==> config.mk <==
export PLATFORM = sky130hd
export DESIGN_NAME = mdsp_top
export DESIGN_NICKNAME = d
export VERILOG_FILES = /design/src/mdsp_pkg.sv /design/src/mdsp_top.sv /design/src/mdsp_uart.sv
export VERILOG_INCLUDE_DIRS = /design/src
export SDC_FILE = /design/constraint.sdc
export NUM_CORES = 1
export LEC_CHECK = 0
export ABC_AREA = 1
export BUFFER_PORTS_ARGS = -buffer_cell sky130_fd_sc_hd__buf_2
export CAP_MARGIN = 0
export CORE_UTILIZATION = 40
export CTS_CLUSTER_SIZE = 8
export DETAILED_ROUTE_END_ITERATION = 16
export PLACE_DENSITY = 0.65
export SKIP_LAST_GASP = 1
export SLEW_MARGIN = 0
export SYNTH_ARGS = -nofsm -noshare
export SYNTH_HDL_FRONTEND = slang
export SYNTH_HIERARCHICAL = 1
export SYNTH_SLANG_ARGS = --single-unit
==> constraint.sdc <==
create_clock -name SYS_CLK -period 3.8 [get_ports SYS_CLK]
set_clock_uncertainty 0.2 [all_clocks]
set_input_delay 0.19 -clock SYS_CLK [delete_from_list [all_inputs] [get_ports SYS_CLK]]
set_output_delay 0.19 -clock SYS_CLK [all_outputs]
set_load 0.05 [all_outputs]
==> src/mdsp_defs.svh <==
// Register offsets, field positions, reset values and timing counts of the serial slave port
`ifndef MDSP_DEFS_SVH
`define MDSP_DEFS_SVH
`define MDSP_CLK_HZ        20000000
`define MDSP_CLK_NS        50
`define MDSP_MS_NS         1000000
`define MDSP_MS_CYCLES     (`MDSP_MS_NS / `MDSP_CLK_NS)
`define MDSP_OVERSAMPLE    16
`define MDSP_OFF_CTRL      8'h00
`define MDSP_OFF_ADDR      8'h04
`define MDSP_OFF_GAP       8'h08
`define MDSP_OFF_TURN      8'h0C
`define MDSP_OFF_CMD       8'h10
`define MDSP_OFF_STATUS    8'h14
`define MDSP_OFF_RXDATA    8'h18
`define MDSP_OFF_TXDATA    8'h1C
`define MDSP_OFF_TXWORD    8'h20
`define MDSP_OFF_INT_STAT  8'h24
`define MDSP_OFF_INT_CLR   8'h28
`define MDSP_OFF_INT_EN    8'h2C
`define MDSP_OFF_ALARM     8'h30
`define MDSP_CTRL_RST      12'h038
`define MDSP_UNIT_RST      10'h07B
`define MDSP_BCAST_RST     10'h3E6
`define MDSP_GAP_RST       14'h03E8
`define MDSP_TURN_RST      10'h064
`define MDSP_FN_READ       8'h03
`define MDSP_FN_TASK       8'h06
`define MDSP_FN_WRITE      8'h10
`define MDSP_ASCII_ZERO    8'h30
`define MDSP_INT_RXBYTE    0
`define MDSP_INT_GAP       1
`define MDSP_INT_RXERR     2
`define MDSP_INT_TXRDY     3
`define MDSP_INT_TASK      4
`define MDSP_INT_BADFN     5
`define MDSP_INT_OVR       6
`define MDSP_INT_W         7
`endif

==> src/mdsp_pkg.sv <==
// Types shared by the serial slave port modules
package mdsp_pkg;
  typedef enum logic [2:0] {
    MDSP_IDLE, MDSP_ADDR, MDSP_RECV, MDSP_SKIP, MDSP_TURN, MDSP_REPLY
  } mdsp_state_t;
  typedef enum logic [2:0] {
    MDSP_P_VENDOR_A, MDSP_P_VENDOR_B, MDSP_P_VENDOR_C, MDSP_P_MBRTU, MDSP_P_MBLEG
  } mdsp_proto_t;
  typedef enum logic [1:0] {MDSP_PAR_NONE, MDSP_PAR_EVEN, MDSP_PAR_ODD} mdsp_parity_t;
endpackage

==> src/mdsp_top.sv <==
// Multidrop serial slave port: APB registers, address match, gap and turnaround timing
//
// Operation
// - Slave only; transmit solely answering a poll.
// - Line rate selectable, 1200 to 128000 baud.
// - Eight data bits, parity none/even/odd, 1-2 stops.
// - Gap between characters over limit times out.
// - Wait turnaround delay before answering.
// - Broadcast address executes, never replies.
// - Three-digit primary address identifies the unit.
// - Modbus multi-byte values follow byte-order setting.
// - Modbus function 06h means execute a task.
// - Modbus accepts only three function codes.
// - Setting selects one of five protocols.
// - Report alarms, clear them on command.
// - Configuration writes act immediately.
// - First vendor protocol: two message formats.
// - Second vendor protocol: one format both ways.
//
// Chosen here: the address map and the APB slave port.
`timescale 1ns/1ns
`include "mdsp_defs.svh"
module mdsp_top
  import mdsp_pkg::*;
#(
  parameter int MS_CYCLES = `MDSP_MS_CYCLES,
  parameter int ALARM_W   = 8
) (
  input  wire logic               SYS_CLK,
  input  wire logic               RESETN,
  input  wire logic               PSEL,
  input  wire logic               PENABLE,
  input  wire logic               PWRITE,
  input  wire logic [7:0]         PADDR,
  input  wire logic [31:0]        PWDATA,
  output logic [31:0]             PRDATA,
  output logic                    PREADY,
  output logic                    PSLVERR,
  input  wire logic               RXD,
  output logic                    TXD,
  output logic                    TX_EN,
  input  wire logic [ALARM_W-1:0] ALARM_ACTIVE,
  output logic                    ALARM_CLEAR,
  output logic                    IRQ
);

  logic [11:0]           ctrl_reg;
  logic [9:0]            unit_reg, bcast_reg;
  logic [13:0]           gap_reg;
  logic [9:0]            turn_reg;
  logic [`MDSP_INT_W-1:0] int_stat_reg, int_en_reg, int_set;
  mdsp_state_t           state_reg;
  logic [9:0]            acc_reg;
  logic [1:0]            dig_reg;
  logic                  bcast_hit_reg;
  logic [7:0]            fn_reg;
  logic                  fn_seen_reg;
  logic [13:0]           gap_cnt_reg;
  logic [9:0]            turn_cnt_reg;
  logic [31:0]           ms_cnt_reg;
  logic                  ms_tick;
  logic [7:0]            rxd_reg;
  logic                  rx_full_reg;
  logic [15:0]           tx_buf_reg;
  logic [1:0]            tx_cnt_reg;
  logic                  end_pend_reg;
  logic                  wr, rd_setup, wr_cmd;
  logic                  mapped;
  logic                  enable, stop2, byte_swap;
  mdsp_proto_t           proto;
  logic                  modbus;
  logic [3:0]            baud_sel;
  logic [1:0]            parity;
  logic                  rx_valid, rx_err, tx_ready, tx_busy, tx_go;
  logic [7:0]            rx_data, digit;
  logic [9:0]            addr_val;
  logic                  unit_hit, bcast_hit, gap_out;

  // Control fields are decoded straight from the register so writes act at once
  assign enable    = ctrl_reg[0];
  assign proto     = mdsp_proto_t'(ctrl_reg[3:1]);
  assign baud_sel  = ctrl_reg[7:4];
  assign parity    = ctrl_reg[9:8];
  assign stop2     = ctrl_reg[10];
  assign byte_swap = ctrl_reg[11];
  assign modbus    = (proto == MDSP_P_MBRTU) || (proto == MDSP_P_MBLEG);

  ////////////////////////////////////////////////////////////////////////////
  // APB slave: zero wait states, read data captured in the setup cycle
  assign wr       = PSEL && PENABLE && PWRITE;
  assign rd_setup = PSEL && !PENABLE && !PWRITE;
  assign PREADY   = PSEL && PENABLE;
  assign wr_cmd   = wr && PADDR == `MDSP_OFF_CMD;

  always_comb begin
    unique case (PADDR)
      `MDSP_OFF_CTRL, `MDSP_OFF_ADDR, `MDSP_OFF_GAP, `MDSP_OFF_TURN,
      `MDSP_OFF_CMD, `MDSP_OFF_STATUS, `MDSP_OFF_RXDATA, `MDSP_OFF_TXDATA,
      `MDSP_OFF_TXWORD, `MDSP_OFF_INT_STAT, `MDSP_OFF_INT_CLR,
      `MDSP_OFF_INT_EN, `MDSP_OFF_ALARM: mapped = 1'b1;
      default:                            mapped = 1'b0;
    endcase
  end
  // Unmapped offsets answer with an error and read as zero
  assign PSLVERR = PREADY && !mapped;

  // Configuration registers
  always_ff @(posedge SYS_CLK or negedge RESETN) begin
    if (!RESETN) begin
      ctrl_reg   <= `MDSP_CTRL_RST;
      unit_reg   <= `MDSP_UNIT_RST;
      bcast_reg  <= `MDSP_BCAST_RST;
      gap_reg    <= `MDSP_GAP_RST;
      turn_reg   <= `MDSP_TURN_RST;
      int_en_reg <= '0;
    end else if (wr) begin
      unique case (PADDR)
        `MDSP_OFF_CTRL: ctrl_reg <= PWDATA[11:0];
        `MDSP_OFF_ADDR: begin
          unit_reg  <= PWDATA[9:0];
          bcast_reg <= PWDATA[25:16];
        end
        `MDSP_OFF_GAP:    gap_reg    <= PWDATA[13:0];
        `MDSP_OFF_TURN:   turn_reg   <= PWDATA[9:0];
        `MDSP_OFF_INT_EN: int_en_reg <= PWDATA[`MDSP_INT_W-1:0];
        default: ;
      endcase
    end
  end

  // Read mux, registered so PRDATA is stable through the access phase
  always_ff @(posedge SYS_CLK or negedge RESETN) begin
    if (!RESETN) begin
      PRDATA <= 32'h00000000;
    end else if (rd_setup) begin
      unique case (PADDR)
        `MDSP_OFF_CTRL:     PRDATA <= {20'h00000, ctrl_reg};
        `MDSP_OFF_ADDR:     PRDATA <= {6'h00, bcast_reg, 6'h00, unit_reg};
        `MDSP_OFF_GAP:      PRDATA <= {18'h00000, gap_reg};
        `MDSP_OFF_TURN:     PRDATA <= {22'h000000, turn_reg};
        `MDSP_OFF_STATUS:   PRDATA <= {16'h0000, fn_reg, 1'b0, tx_busy,
                                       state_reg == MDSP_REPLY && tx_cnt_reg == 2'h0,
                                       bcast_hit_reg, rx_full_reg, state_reg};
        `MDSP_OFF_RXDATA:   PRDATA <= {23'h000000, rx_full_reg, rxd_reg};
        `MDSP_OFF_INT_STAT: PRDATA <= 32'(int_stat_reg);
        `MDSP_OFF_INT_EN:   PRDATA <= 32'(int_en_reg);
        `MDSP_OFF_ALARM:    PRDATA <= 32'(ALARM_ACTIVE);
        default:            PRDATA <= 32'h00000000;
      endcase
    end
  end

  // Alarm clear is a one-cycle pulse to the application
  always_ff @(posedge SYS_CLK or negedge RESETN) begin
    if (!RESETN) begin
      ALARM_CLEAR <= 1'b0;
    end else begin
      ALARM_CLEAR <= wr_cmd && PWDATA[2];
    end
  end

  ////////////////////////////////////////////////////////////////////////////
  // Character framer
  mdsp_uart #(
    .CLK_HZ (`MDSP_CLK_HZ)
  ) u_uart (
    .clk      (SYS_CLK),
    .rstn     (RESETN),
    .rxd_pin  (RXD),
    .baud_sel (baud_sel),
    .parity   (parity),
    .stop2    (stop2),
    .tx_valid (tx_go),
    .tx_data  (tx_buf_reg[7:0]),
    .tx_ready (tx_ready),
    .tx_busy  (tx_busy),
    .txd      (TXD),
    .rx_valid (rx_valid),
    .rx_data  (rx_data),
    .rx_err   (rx_err)
  );
  // Driver enabled only while a reply character is on the line
  assign TX_EN = tx_busy;

  // Millisecond enable shared by gap and turnaround timers
  always_ff @(posedge SYS_CLK or negedge RESETN) begin
    if (!RESETN) begin
      ms_cnt_reg <= 32'h00000000;
    end else if (ms_cnt_reg >= 32'(MS_CYCLES - 1)) begin
      ms_cnt_reg <= 32'h00000000;
    end else begin
      ms_cnt_reg <= ms_cnt_reg + 32'h00000001;
    end
  end
  assign ms_tick = (ms_cnt_reg == 32'h00000000);

  ////////////////////////////////////////////////////////////////////////////
  // Address decoding: one binary byte for Modbus, three ASCII digits otherwise
  assign digit     = rx_data - `MDSP_ASCII_ZERO;
  assign addr_val  = modbus ? {2'b00, rx_data} : 10'(acc_reg * 10 + {6'h00, digit[3:0]});
  assign unit_hit  = (addr_val == unit_reg);
  assign bcast_hit = (addr_val == bcast_reg);

  // Gap timer restarts on every character; free-running ms phase costs up to 1 ms
  always_ff @(posedge SYS_CLK or negedge RESETN) begin
    if (!RESETN) begin
      gap_cnt_reg <= 14'h0000;
    end else if (rx_valid || state_reg == MDSP_IDLE) begin
      gap_cnt_reg <= 14'h0000;
    end else if (ms_tick && gap_cnt_reg != 14'h3FFF) begin
      gap_cnt_reg <= gap_cnt_reg + 14'h0001;
    end
  end
  assign gap_out = ms_tick && !rx_valid && gap_cnt_reg >= gap_reg;

  ////////////////////////////////////////////////////////////////////////////
  // Record sequencer; framing of vendor payloads is left to software
  always_ff @(posedge SYS_CLK or negedge RESETN) begin
    if (!RESETN) begin
      state_reg     <= MDSP_IDLE;
      acc_reg       <= 10'h000;
      dig_reg       <= 2'h0;
      bcast_hit_reg <= 1'b0;
      turn_cnt_reg  <= 10'h000;
    end else if (!enable) begin
      state_reg <= MDSP_IDLE;
    end else begin
      unique case (state_reg)
        MDSP_IDLE: begin
          acc_reg <= 10'h000;
          dig_reg <= 2'h0;
          if (rx_valid && modbus) begin
            bcast_hit_reg <= bcast_hit;
            state_reg <= (unit_hit || bcast_hit) ? MDSP_RECV : MDSP_SKIP;
          end else if (rx_valid) begin
            acc_reg   <= addr_val;
            dig_reg   <= 2'h1;
            state_reg <= MDSP_ADDR;
          end
        end
        MDSP_ADDR: begin
          if (gap_out) begin
            state_reg <= MDSP_IDLE;
          end else if (rx_valid && dig_reg == 2'h2) begin
            bcast_hit_reg <= bcast_hit;
            state_reg <= (unit_hit || bcast_hit) ? MDSP_RECV : MDSP_SKIP;
          end else if (rx_valid) begin
            acc_reg <= addr_val;
            dig_reg <= dig_reg + 2'h1;
          end
        end
        MDSP_SKIP: begin
          if (gap_out) begin
            state_reg <= MDSP_IDLE;
          end
        end
        MDSP_RECV: begin
          if (gap_out) begin
            state_reg <= MDSP_IDLE;
          end else if (wr_cmd && PWDATA[0]) begin
            turn_cnt_reg <= 10'h000;
            // Broadcast requests are acted on by software but never answered
            state_reg <= bcast_hit_reg ? MDSP_IDLE : MDSP_TURN;
          end
        end
        MDSP_TURN: begin
          if (turn_cnt_reg >= turn_reg) begin
            state_reg <= MDSP_REPLY;
          end else if (ms_tick) begin
            turn_cnt_reg <= turn_cnt_reg + 10'h001;
          end
        end
        MDSP_REPLY: begin
          if (end_pend_reg && tx_cnt_reg == 2'h0 && !tx_busy) begin
            state_reg <= MDSP_IDLE;
          end
        end
        default: state_reg <= MDSP_IDLE;
      endcase
    end
  end

  // Modbus function code is the first payload byte of an accepted record
  always_ff @(posedge SYS_CLK or negedge RESETN) begin
    if (!RESETN) begin
      fn_reg      <= 8'h00;
      fn_seen_reg <= 1'b0;
    end else if (state_reg != MDSP_RECV) begin
      fn_seen_reg <= 1'b0;
    end else if (rx_valid && !fn_seen_reg) begin
      fn_reg      <= rx_data;
      fn_seen_reg <= 1'b1;
    end
  end

  // Receive holding register; a read of RXDATA pops it
  always_ff @(posedge SYS_CLK or negedge RESETN) begin
    if (!RESETN) begin
      rxd_reg     <= 8'h00;
      rx_full_reg <= 1'b0;
    end else if (rx_valid && state_reg == MDSP_RECV) begin
      rxd_reg     <= rx_data;
      rx_full_reg <= 1'b1; // New byte wins over a pop in the same cycle
    end else if (rd_setup && PADDR == `MDSP_OFF_RXDATA) begin
      rx_full_reg <= 1'b0;
    end
  end

  ////////////////////////////////////////////////////////////////////////////
  // Reply buffer: a byte or a 16-bit value, only accepted in the reply phase
  assign tx_go = state_reg == MDSP_REPLY && tx_cnt_reg != 2'h0;

  always_ff @(posedge SYS_CLK or negedge RESETN) begin
    if (!RESETN) begin
      tx_buf_reg   <= 16'h0000;
      tx_cnt_reg   <= 2'h0;
      end_pend_reg <= 1'b0;
    end else if (state_reg != MDSP_REPLY) begin
      tx_cnt_reg   <= 2'h0;
      end_pend_reg <= 1'b0;
    end else begin
      if (wr_cmd && PWDATA[1]) begin
        end_pend_reg <= 1'b1;
      end
      if (tx_go && tx_ready) begin
        tx_buf_reg <= {8'h00, tx_buf_reg[15:8]};
        tx_cnt_reg <= tx_cnt_reg - 2'h1;
      end else if (wr && tx_cnt_reg == 2'h0 && PADDR == `MDSP_OFF_TXDATA) begin
        tx_buf_reg <= {8'h00, PWDATA[7:0]};
        tx_cnt_reg <= 2'h1;
      end else if (wr && tx_cnt_reg == 2'h0 && PADDR == `MDSP_OFF_TXWORD) begin
        // Default sends the high byte first; swap sends the low byte first
        tx_buf_reg <= byte_swap ? PWDATA[15:0] : {PWDATA[7:0], PWDATA[15:8]};
        tx_cnt_reg <= 2'h2;
      end
    end
  end

  ////////////////////////////////////////////////////////////////////////////
  // Interrupt events
  always_comb begin
    int_set = '0;
    int_set[`MDSP_INT_RXBYTE] = rx_valid && state_reg == MDSP_RECV;
    int_set[`MDSP_INT_GAP]    = gap_out && (state_reg == MDSP_RECV || state_reg == MDSP_ADDR);
    int_set[`MDSP_INT_RXERR]  = rx_valid && rx_err && enable;
    int_set[`MDSP_INT_TXRDY]  = state_reg == MDSP_TURN && turn_cnt_reg >= turn_reg && enable;
    int_set[`MDSP_INT_TASK]   = modbus && rx_valid && state_reg == MDSP_RECV && !fn_seen_reg
                                && rx_data == `MDSP_FN_TASK;
    int_set[`MDSP_INT_BADFN]  = modbus && rx_valid && state_reg == MDSP_RECV && !fn_seen_reg
                                && rx_data != `MDSP_FN_READ && rx_data != `MDSP_FN_TASK
                                && rx_data != `MDSP_FN_WRITE;
    int_set[`MDSP_INT_OVR]    = rx_valid && state_reg == MDSP_RECV && rx_full_reg;
  end

  // Sticky status; a new event beats a clear in the same cycle
  always_ff @(posedge SYS_CLK or negedge RESETN) begin
    if (!RESETN) begin
      int_stat_reg <= '0;
    end else begin
      int_stat_reg <= (int_stat_reg & ~((wr && PADDR == `MDSP_OFF_INT_CLR)
                       ? PWDATA[`MDSP_INT_W-1:0] : '0)) | int_set;
    end
  end
  assign IRQ = |(int_stat_reg & int_en_reg);
endmodule

==> src/mdsp_uart.sv <==
// Character framer: pin synchroniser, baud divider, receiver and transmitter
`timescale 1ns/1ns
`include "mdsp_defs.svh"
module mdsp_uart
  import mdsp_pkg::*;
#(
  parameter int CLK_HZ = `MDSP_CLK_HZ
) (
  input  wire logic       clk,
  input  wire logic       rstn,
  input  wire logic       rxd_pin,
  input  wire logic [3:0] baud_sel,
  input  wire logic [1:0] parity,
  input  wire logic       stop2,
  input  wire logic       tx_valid,
  input  wire logic [7:0] tx_data,
  output logic            tx_ready,
  output logic            tx_busy,
  output logic            txd,
  output logic            rx_valid,
  output logic [7:0]      rx_data,
  output logic            rx_err
);
  logic [15:0] div;
  logic [15:0] div_cnt_reg;
  logic        tick;
  logic        s1_reg, s2_reg, s3_reg, rx_f_reg;
  logic        par_en, par_odd;
  logic [3:0]  rx_sub_reg, tx_sub_reg;
  logic [3:0]  rx_bit_reg, tx_bit_reg;
  logic        rx_busy_reg;
  logic [9:0]  rx_sh_reg;
  logic [11:0] tx_sh_reg;

  assign par_en  = (parity != MDSP_PAR_NONE);
  assign par_odd = (parity == MDSP_PAR_ODD);

  // Oversample divisor per selectable line rate; rounding is to nearest cycle
  always_comb begin
    unique case (baud_sel)
      4'h0:    div = 16'((CLK_HZ + 8 * 1200) / (16 * 1200));
      4'h1:    div = 16'((CLK_HZ + 8 * 2400) / (16 * 2400));
      4'h2:    div = 16'((CLK_HZ + 8 * 4800) / (16 * 4800));
      4'h3:    div = 16'((CLK_HZ + 8 * 9600) / (16 * 9600));
      4'h4:    div = 16'((CLK_HZ + 8 * 19200) / (16 * 19200));
      4'h5:    div = 16'((CLK_HZ + 8 * 38400) / (16 * 38400));
      4'h6:    div = 16'((CLK_HZ + 8 * 57600) / (16 * 57600));
      4'h7:    div = 16'((CLK_HZ + 8 * 115200) / (16 * 115200));
      default: div = 16'((CLK_HZ + 8 * 128000) / (16 * 128000));
    endcase
  end

  // Oversample enable pulse
  always_ff @(posedge clk or negedge rstn) begin
    if (!rstn) begin
      div_cnt_reg <= 16'h0000;
    end else if (div_cnt_reg >= div - 16'h0001) begin
      div_cnt_reg <= 16'h0000;
    end else begin
      div_cnt_reg <= div_cnt_reg + 16'h0001;
    end
  end
  assign tick = (div_cnt_reg == 16'h0000);

  // Three-stage pin synchroniser; level moves only when stages two and three agree
  always_ff @(posedge clk or negedge rstn) begin
    if (!rstn) begin
      s1_reg   <= 1'b1;
      s2_reg   <= 1'b1;
      s3_reg   <= 1'b1;
      rx_f_reg <= 1'b1;
    end else begin
      s1_reg <= rxd_pin;
      s2_reg <= s1_reg;
      s3_reg <= s2_reg;
      if (s2_reg == s3_reg) begin
        rx_f_reg <= s3_reg;
      end
    end
  end

  // Receiver: start is confirmed at mid bit, then each bit is sampled mid cell
  always_ff @(posedge clk or negedge rstn) begin
    if (!rstn) begin
      rx_busy_reg <= 1'b0;
      rx_sub_reg  <= 4'h0;
      rx_bit_reg  <= 4'h0;
      rx_sh_reg   <= 10'h000;
      rx_valid    <= 1'b0;
      rx_err      <= 1'b0;
      rx_data     <= 8'h00;
    end else begin
      rx_valid <= 1'b0;
      if (tick) begin
        if (!rx_busy_reg) begin
          rx_sub_reg <= 4'h0;
          rx_bit_reg <= 4'h0;
          rx_busy_reg <= !rx_f_reg;
        end else begin
          rx_sub_reg <= rx_sub_reg + 4'h1;
          if (rx_bit_reg == 4'h0 && rx_sub_reg == 4'h7) begin
            rx_sub_reg <= 4'h0;
            rx_bit_reg <= 4'h1;
            rx_busy_reg <= !rx_f_reg; // Glitch shorter than half a bit is dropped
          end else if (rx_bit_reg != 4'h0 && rx_sub_reg == 4'hF) begin
            rx_sh_reg  <= {rx_f_reg, rx_sh_reg[9:1]};
            rx_bit_reg <= rx_bit_reg + 4'h1;
            if (rx_bit_reg == (par_en ? 4'hA : 4'h9)) begin
              rx_busy_reg <= 1'b0;
              rx_valid    <= 1'b1;
              if (par_en) begin
                rx_data <= rx_sh_reg[8:1];
                rx_err  <= !rx_f_reg || (^rx_sh_reg[9:1] != par_odd);
              end else begin
                rx_data <= rx_sh_reg[9:2];
                rx_err  <= !rx_f_reg;
              end
            end
          end
        end
      end
    end
  end

  // Transmitter: whole frame is loaded into a shift register, LSB first
  always_ff @(posedge clk or negedge rstn) begin
    if (!rstn) begin
      tx_sh_reg  <= 12'hFFF;
      tx_bit_reg <= 4'h0;
      tx_sub_reg <= 4'h0;
    end else if (tx_valid && tx_ready) begin
      tx_sh_reg  <= par_en ? {2'b11, (^tx_data) ^ par_odd, tx_data, 1'b0}
                           : {3'b111, tx_data, 1'b0};
      tx_bit_reg <= 4'hA + {3'b000, par_en} + {3'b000, stop2};
      tx_sub_reg <= 4'h0;
    end else if (tick && tx_bit_reg != 4'h0) begin
      tx_sub_reg <= tx_sub_reg + 4'h1;
      if (tx_sub_reg == 4'hF) begin
        tx_sh_reg  <= {1'b1, tx_sh_reg[11:1]};
        tx_bit_reg <= tx_bit_reg - 4'h1;
      end
    end
  end
  assign tx_ready = (tx_bit_reg == 4'h0);
  assign tx_busy  = !tx_ready;
  assign txd      = tx_sh_reg[0];
endmodule

# Yosys cells after proc, flatten, opt, wreduce, memory -nomap -nowiden
# Memories as Yosys holds them, arrays and structs flattened.
# Cells that the tools add are included.
# totals
output_inout_bits,38
reg_bits,281
romBits,152
n_memories,2
# classes
reduce_logical,93
multipliers,1
order_cmp,4
n_addsub,15
n_eq_ne,52
mux,83
bitwise_logic,8
# mem_list
name,depth,word_bits,read_ports,rd_ports_with_merged_regs,wr,line_no,rtl
(name not given),8,11,1,0,0,mdsp_uart.sv:40,unique case (baud_sel)
(name not given),64,1,1,0,0,mdsp_top.sv:96,unique case (PADDR)
# op_table
op,count
case mux 26 bit (9 select lines),1
two-way mux 10 bit,11
two-way mux 16 bit,6
logical AND 1 bit,41
"equality test 8 x 6 -> 1 bit, second input constant",5
two-way mux 4 bit,10
case mux 10 bit (2 select lines),2
two-way mux 12 bit,3
two-way mux 3 bit,11
"adder 32 x 1 -> 32 bit, second input constant",1
"equality test 8 x 5 -> 1 bit, second input constant",4
"greater-or-equal comparator 32 x 15 -> 1 bit, second input constant",1
logical NOT 32 bit,1
two-way mux 32 bit,1
two-way mux 14 bit,2
two-way mux 1 bit,23
equality test 10 bit,2
nonzero test 2 bit,10
case mux 3 bit (6 select lines),1
AND reduction 2 bit,9
"adder 16 x 1 -> 16 bit, second input constant",1
"equality test 8 x 3 -> 1 bit, second input constant",2
"equality test 8 x 4 -> 1 bit, second input constant",2
greater-or-equal comparator 16 bit,1
other kinds (57),105

# Logic depth before layout (Yosys ltp)
# logic_depth
ltp_word,10
mapped_depth,20
depth_no_buf,20

# Modules after synthesis
# The synthesis kept the hierarchy.
# by_module_without_submodules
module,cells_each,area_per_inst_um2,seq_area_each_um2,instances
mdsp_top,1423,11150.7,5161.2,1
mdsp_uart,542,4160.2,1669.1,1

# Least setup slack after synthesis
# OpenSTA, ideal clock, no wires.
# synth_path
path_type,register -> register
from,register ctrl_reg[5]
to,register u_uart.div_cnt_reg[10]
period_less_slack_ps,3314
stages_incl_launch_ff,19
arrival_time_ps,2983
path_slack_ps,486
cell_sequence,dfstp_2 inv_1 ha_1 nand2_1 nor2_1 a21oi_1 ha_1 nand2_1 nor4_1 xor2_1 ha_1 nand2_1 nor2_1 nand2_1 o211ai_1 nand2_1 nand3_1 clkbuf_1 nor2_1
# synth_via
elab_chain_len,5
# synth_lines
element,line_no,rtl
start: declaration,mdsp_top.sv:47,logic [11:0] ctrl_reg;
start signal: assignment,mdsp_top.sv:110,ctrl_reg <= `MDSP_CTRL_RST;
start signal: assignment,mdsp_top.sv:118,`MDSP_OFF_CTRL: ctrl_reg <= PWDATA[11:0];
memory read (8 x 11 bit),--,
two-way mux 16 bit,mdsp_uart.sv:40,
subtractor 16 x 1 -> 16 bit,mdsp_uart.sv:57,end else if (div_cnt_reg >= div - 16'h0001) begin
greater-or-equal comparator 16 bit,mdsp_uart.sv:57,
two-way mux 16 bit,mdsp_uart.sv:57,
end signal: assignment,mdsp_uart.sv:60,div_cnt_reg <= div_cnt_reg + 16'h0001;
end: declaration,mdsp_uart.sv:25,logic [15:0] div_cnt_reg;
# No other way between the ends.
# A chain may end at the register's enable or synchronous reset.

# Final worst setup path
# layout_path
from,register ctrl_reg[5]
to,register u_uart.div_cnt_reg[5]
# The elaborated chain is that of the path after synthesis.

==> metrics.csv <==
stage,metric,value,unit
place,hpwl,31.19,mm
setup_path,path_max_fanout,16,
drt,wl_per_cell,16.05,um
grt,grt_max_degree,96,
drt,ant_nets,0,
floorplan,initial_core_util,40.65,%
final_layout,regArea,6830,um2
logic_synthesis,syn_inst,1965,
logic_synthesis,synthFlopType,dfrtp_1,
floorplan,die_area,39060,um2
place,placed_cell_area,16340,um2
setup_path,crit_path_top_delay_cell,dfstp_2,
logic_synthesis,yosysWarnings,6,
logic_synthesis,synth-edff-count,0,
place,numPlacedInstances,2544,
power,power_density,409.6,nW/um2
setup_path,startpoint_type,flip-flop,
clocking,numCtsBuffers,40,
clocking,insertion_delay,0.54,ns
final_layout,nFillCells,3690,
clocking,cts_tree,done,
setup_path,worst-path-buf-inv,2,
timing,rsz0062_at_grt,false,
floorplan,die_x,197.6,um
timing,setup_viol,0,
final_layout,drive_gt1_share,10.96,%
final_layout,diodes,0,
outcome,status,"finished, final reports clean",
timing,min_period,3.386,ns
logic_synthesis,synth_seq_area_share,44.61,%
setup_path,crit_chain,"inv_1, ha_1, nand2_1, nor2_1, a21oi_2, ha_1, nand2_1, nor4_1, xor2_1, ha_1, nand2_1, nor2_1, nand2_1, o211ai_1, nand2_1, nand3_1, buf_4, nor2_1",
floorplan,io_pins,92,
drt,drt-initial-drc-count,882,
timing,slew_violations,0,
clocking,clock_sink_count,271,
clocking,clk_pin_slew_worst_paths,0.05,ns
grt,overflow,0,
setup_path,critPathTopFamily,simple AND/OR/NAND/NOR gates,
final_layout,final_cell_area,17980,um2
clocking,htree_levels,2,
worst_hold_path,hold_class,primary input to asynchronous set/reset pin,
timing,worst_pin_slew,0.9044,ns
timing,setup-tns-final,0,ns
drt,drt_pass1_iterations,6,
drt,num_vias,13630,
grt,grt_pass1_wl,68.92,mm
final_layout,multiInputGateArea,7346,um2
power,leakagePower,8.513,nW
place,io_buffers,79,
grt,grt_pass1_vias,13130,
setup_path,cp.required,4.02,ns
logic_synthesis,ys_ff_latch,271,
floorplan,coreArea,37670,um2
place,gp_congestion,0.9824,
setup_path,critPathCaptureType,flip-flop,
logic_synthesis,avgSynthCellArea,7.792,um2
logic_synthesis,ys_types,59,
grt,track_usage,22.67,%
final_layout,area_delta_synth_final,17.42,%
floorplan,die_h,197.6,um
drt,via_per_inst,5.116,
timing,hold_viol_final,0,
clocking,cts_root_buffer,clkbuf_16,
timing,fmax,0.2954,GHz
drt,wirelength,42.75,mm
power,vdd_drop_max,0.3144,mV
floorplan,num_rows,71,
timing,setup_slack,0.4143,ns
logic_synthesis,async_flop_share,100.0,%
final_layout,largest_reg_flops,32,
timing,fin_crit_sh,89.10,%
setup_path,crit_type,flip-flop to flip-flop,
grt,antenna_found_initial,0,
logic_synthesis,mappedNetlistArea,15310,um2
final_layout,stdcell_count,2664,
setup_path,path_common_cell,nand2_1,
job,maxCapViolations,0,
drt,drc,0,
clocking,clockBufferDepth,3,
final_layout,fin_nets,2253,
setup_path,cp.arrival,3.60,ns
place,dp_slack,0.2970,ns
power,fin_total_pwr,7.365,mW
timing,slew_headroom,39.61,%
setup_path,critPathMaxStageDelay,0.58,ns
==> cells in the mapped netlist, drive strengths merged, types with 9 or more instances <==
cell    instances  area [um2]
nand2         545        2081
inv           252       945.9
dfrtp         232        5806
o21ai         216        1081
nor2          144       570.6
nand3         113       575.6
a21oi          81       405.4
ha             73       913.4
dfstp          39        1025
nor3           31       206.5
clkbuf         29       110.1
xor2           24       210.2
buf            23       153.9
nand4          23       158.9
nor4           17       112.6
o211ai         16       120.1
xnor2          15       131.4
a31oi          12       75.07
o22ai          11       68.82
a221oi          9       78.83
==> placed cells by master (no fill, tap or decap), types with 22 or more instances in the layout <==
| cell type | n |
|---|---|
| nand2_1 | 537 |
| dlygate4sd3_1 | 49 |
| nand4_1 | 22 |
| a21oi_1 | 80 |
| ha_1 | 73 |
| conb_1 | 25 |
| clkbuf_1 | 29 |
| o21ai_1 | 34 |
| inv_1 | 236 |
| nor3_1 | 22 |
| o21ai_0 | 182 |
| xor2_1 | 24 |
| clkbuf_16 | 41 |
| dfrtp_1 | 232 |
| dfstp_2 | 39 |
| nor2_1 | 135 |
| nand3_1 | 111 |
| buf_2 | 78 |
==> routing by layer <==
| metal | track usage [%] | up-vias | wire length [um] |
|---|---|---|---|
| met1 | 29.46 | 6360 | 18600 |
| li1 | - | 6747 | - |
| met2 | 36.29 | 398 | 19460 |
| met4 | 12.14 | 0 | 2132 |
| met3 | 3.551 | 124 | 2555 |
| met5 | 0 | - | 0 |
==> where the power goes <==
group / switching [mW] / total, mW / leakage (nW) / internal [mW]
Sequential: 0.0940 / 3.08 / 3.52 / 2.99
Clock: 1.30 / 3.30 / 0.544 / 2.00
Combinational: 0.630 / 0.985 / 4.45 / 0.355
==> cells by family (layout without fill, tap and decap cells) <==
family | count (synthesis) | in the layout | share of synthesized area, %
AOI/OAI and AO/OA | 378 | 378 | 13.76
xor gates and xnor gates | 39 | 39 | 2.231
adders and majority gates | 76 | 76 | 6.292
buffers and inverters | 308 | 473 | 8.017
DFF | 271 | 271 | 44.61
other | 2 | 25 | 0.04905
and+or+nand+nor | 891 | 891 | 25.04
==> worst paths after layout <==
| path | from | end | cells past startpoint | slack (ns) |
|---|---|---|---|---|
| max in group asynchronous | RESETN | u_uart/tx_sh_reg[1] | 3 | 2.45 |
| min reg2reg | u_uart/s1_reg | u_uart/s2_reg | 0 | 0.16 |
| min in group SYS_CLK | PADDR[3] | tx_cnt_reg[0] | 5 | 0.04 |
| min | RESETN | PRDATA[11] | 2 | 0.01 |
| max reg2reg | ctrl_reg[5] | u_uart/div_cnt_reg[5] | 18 | 0.41 |
| max | ctrl_reg[5] | u_uart/div_cnt_reg[5] | 18 | 0.41 |
==> stage by stage <==
step | util (%) | hold slack, ns
floorplan | - | -0.3056
global placement | 43.38 | -0.007976
detailed placement | 43.38 | -0.001146
CTS | 47.71 | 0.01440
global route | 47.73 | 0.05840
finish | 47.73 | 0.01375
==> final cells by class <==
class,count,area share (%)
Timing Repair Buffer,146,5.874
Sequential cell,271,37.99
Inverter,256,5.359
Clock buffer,70,6.312
Clock inverter,1,0.04872
Multi-Input combinational cell,1409,40.86
Tap cell,511,3.556
==> what timing repair did <==
action / CTS / global route
setup endpoints to repair: 0 / 16
hold endpoints to repair: 218 / 0
setup buffers: 0 / 0
hold buffers: 49 / 0
resized for setup: 0 / 2
(Power assumes the default switching activity.)
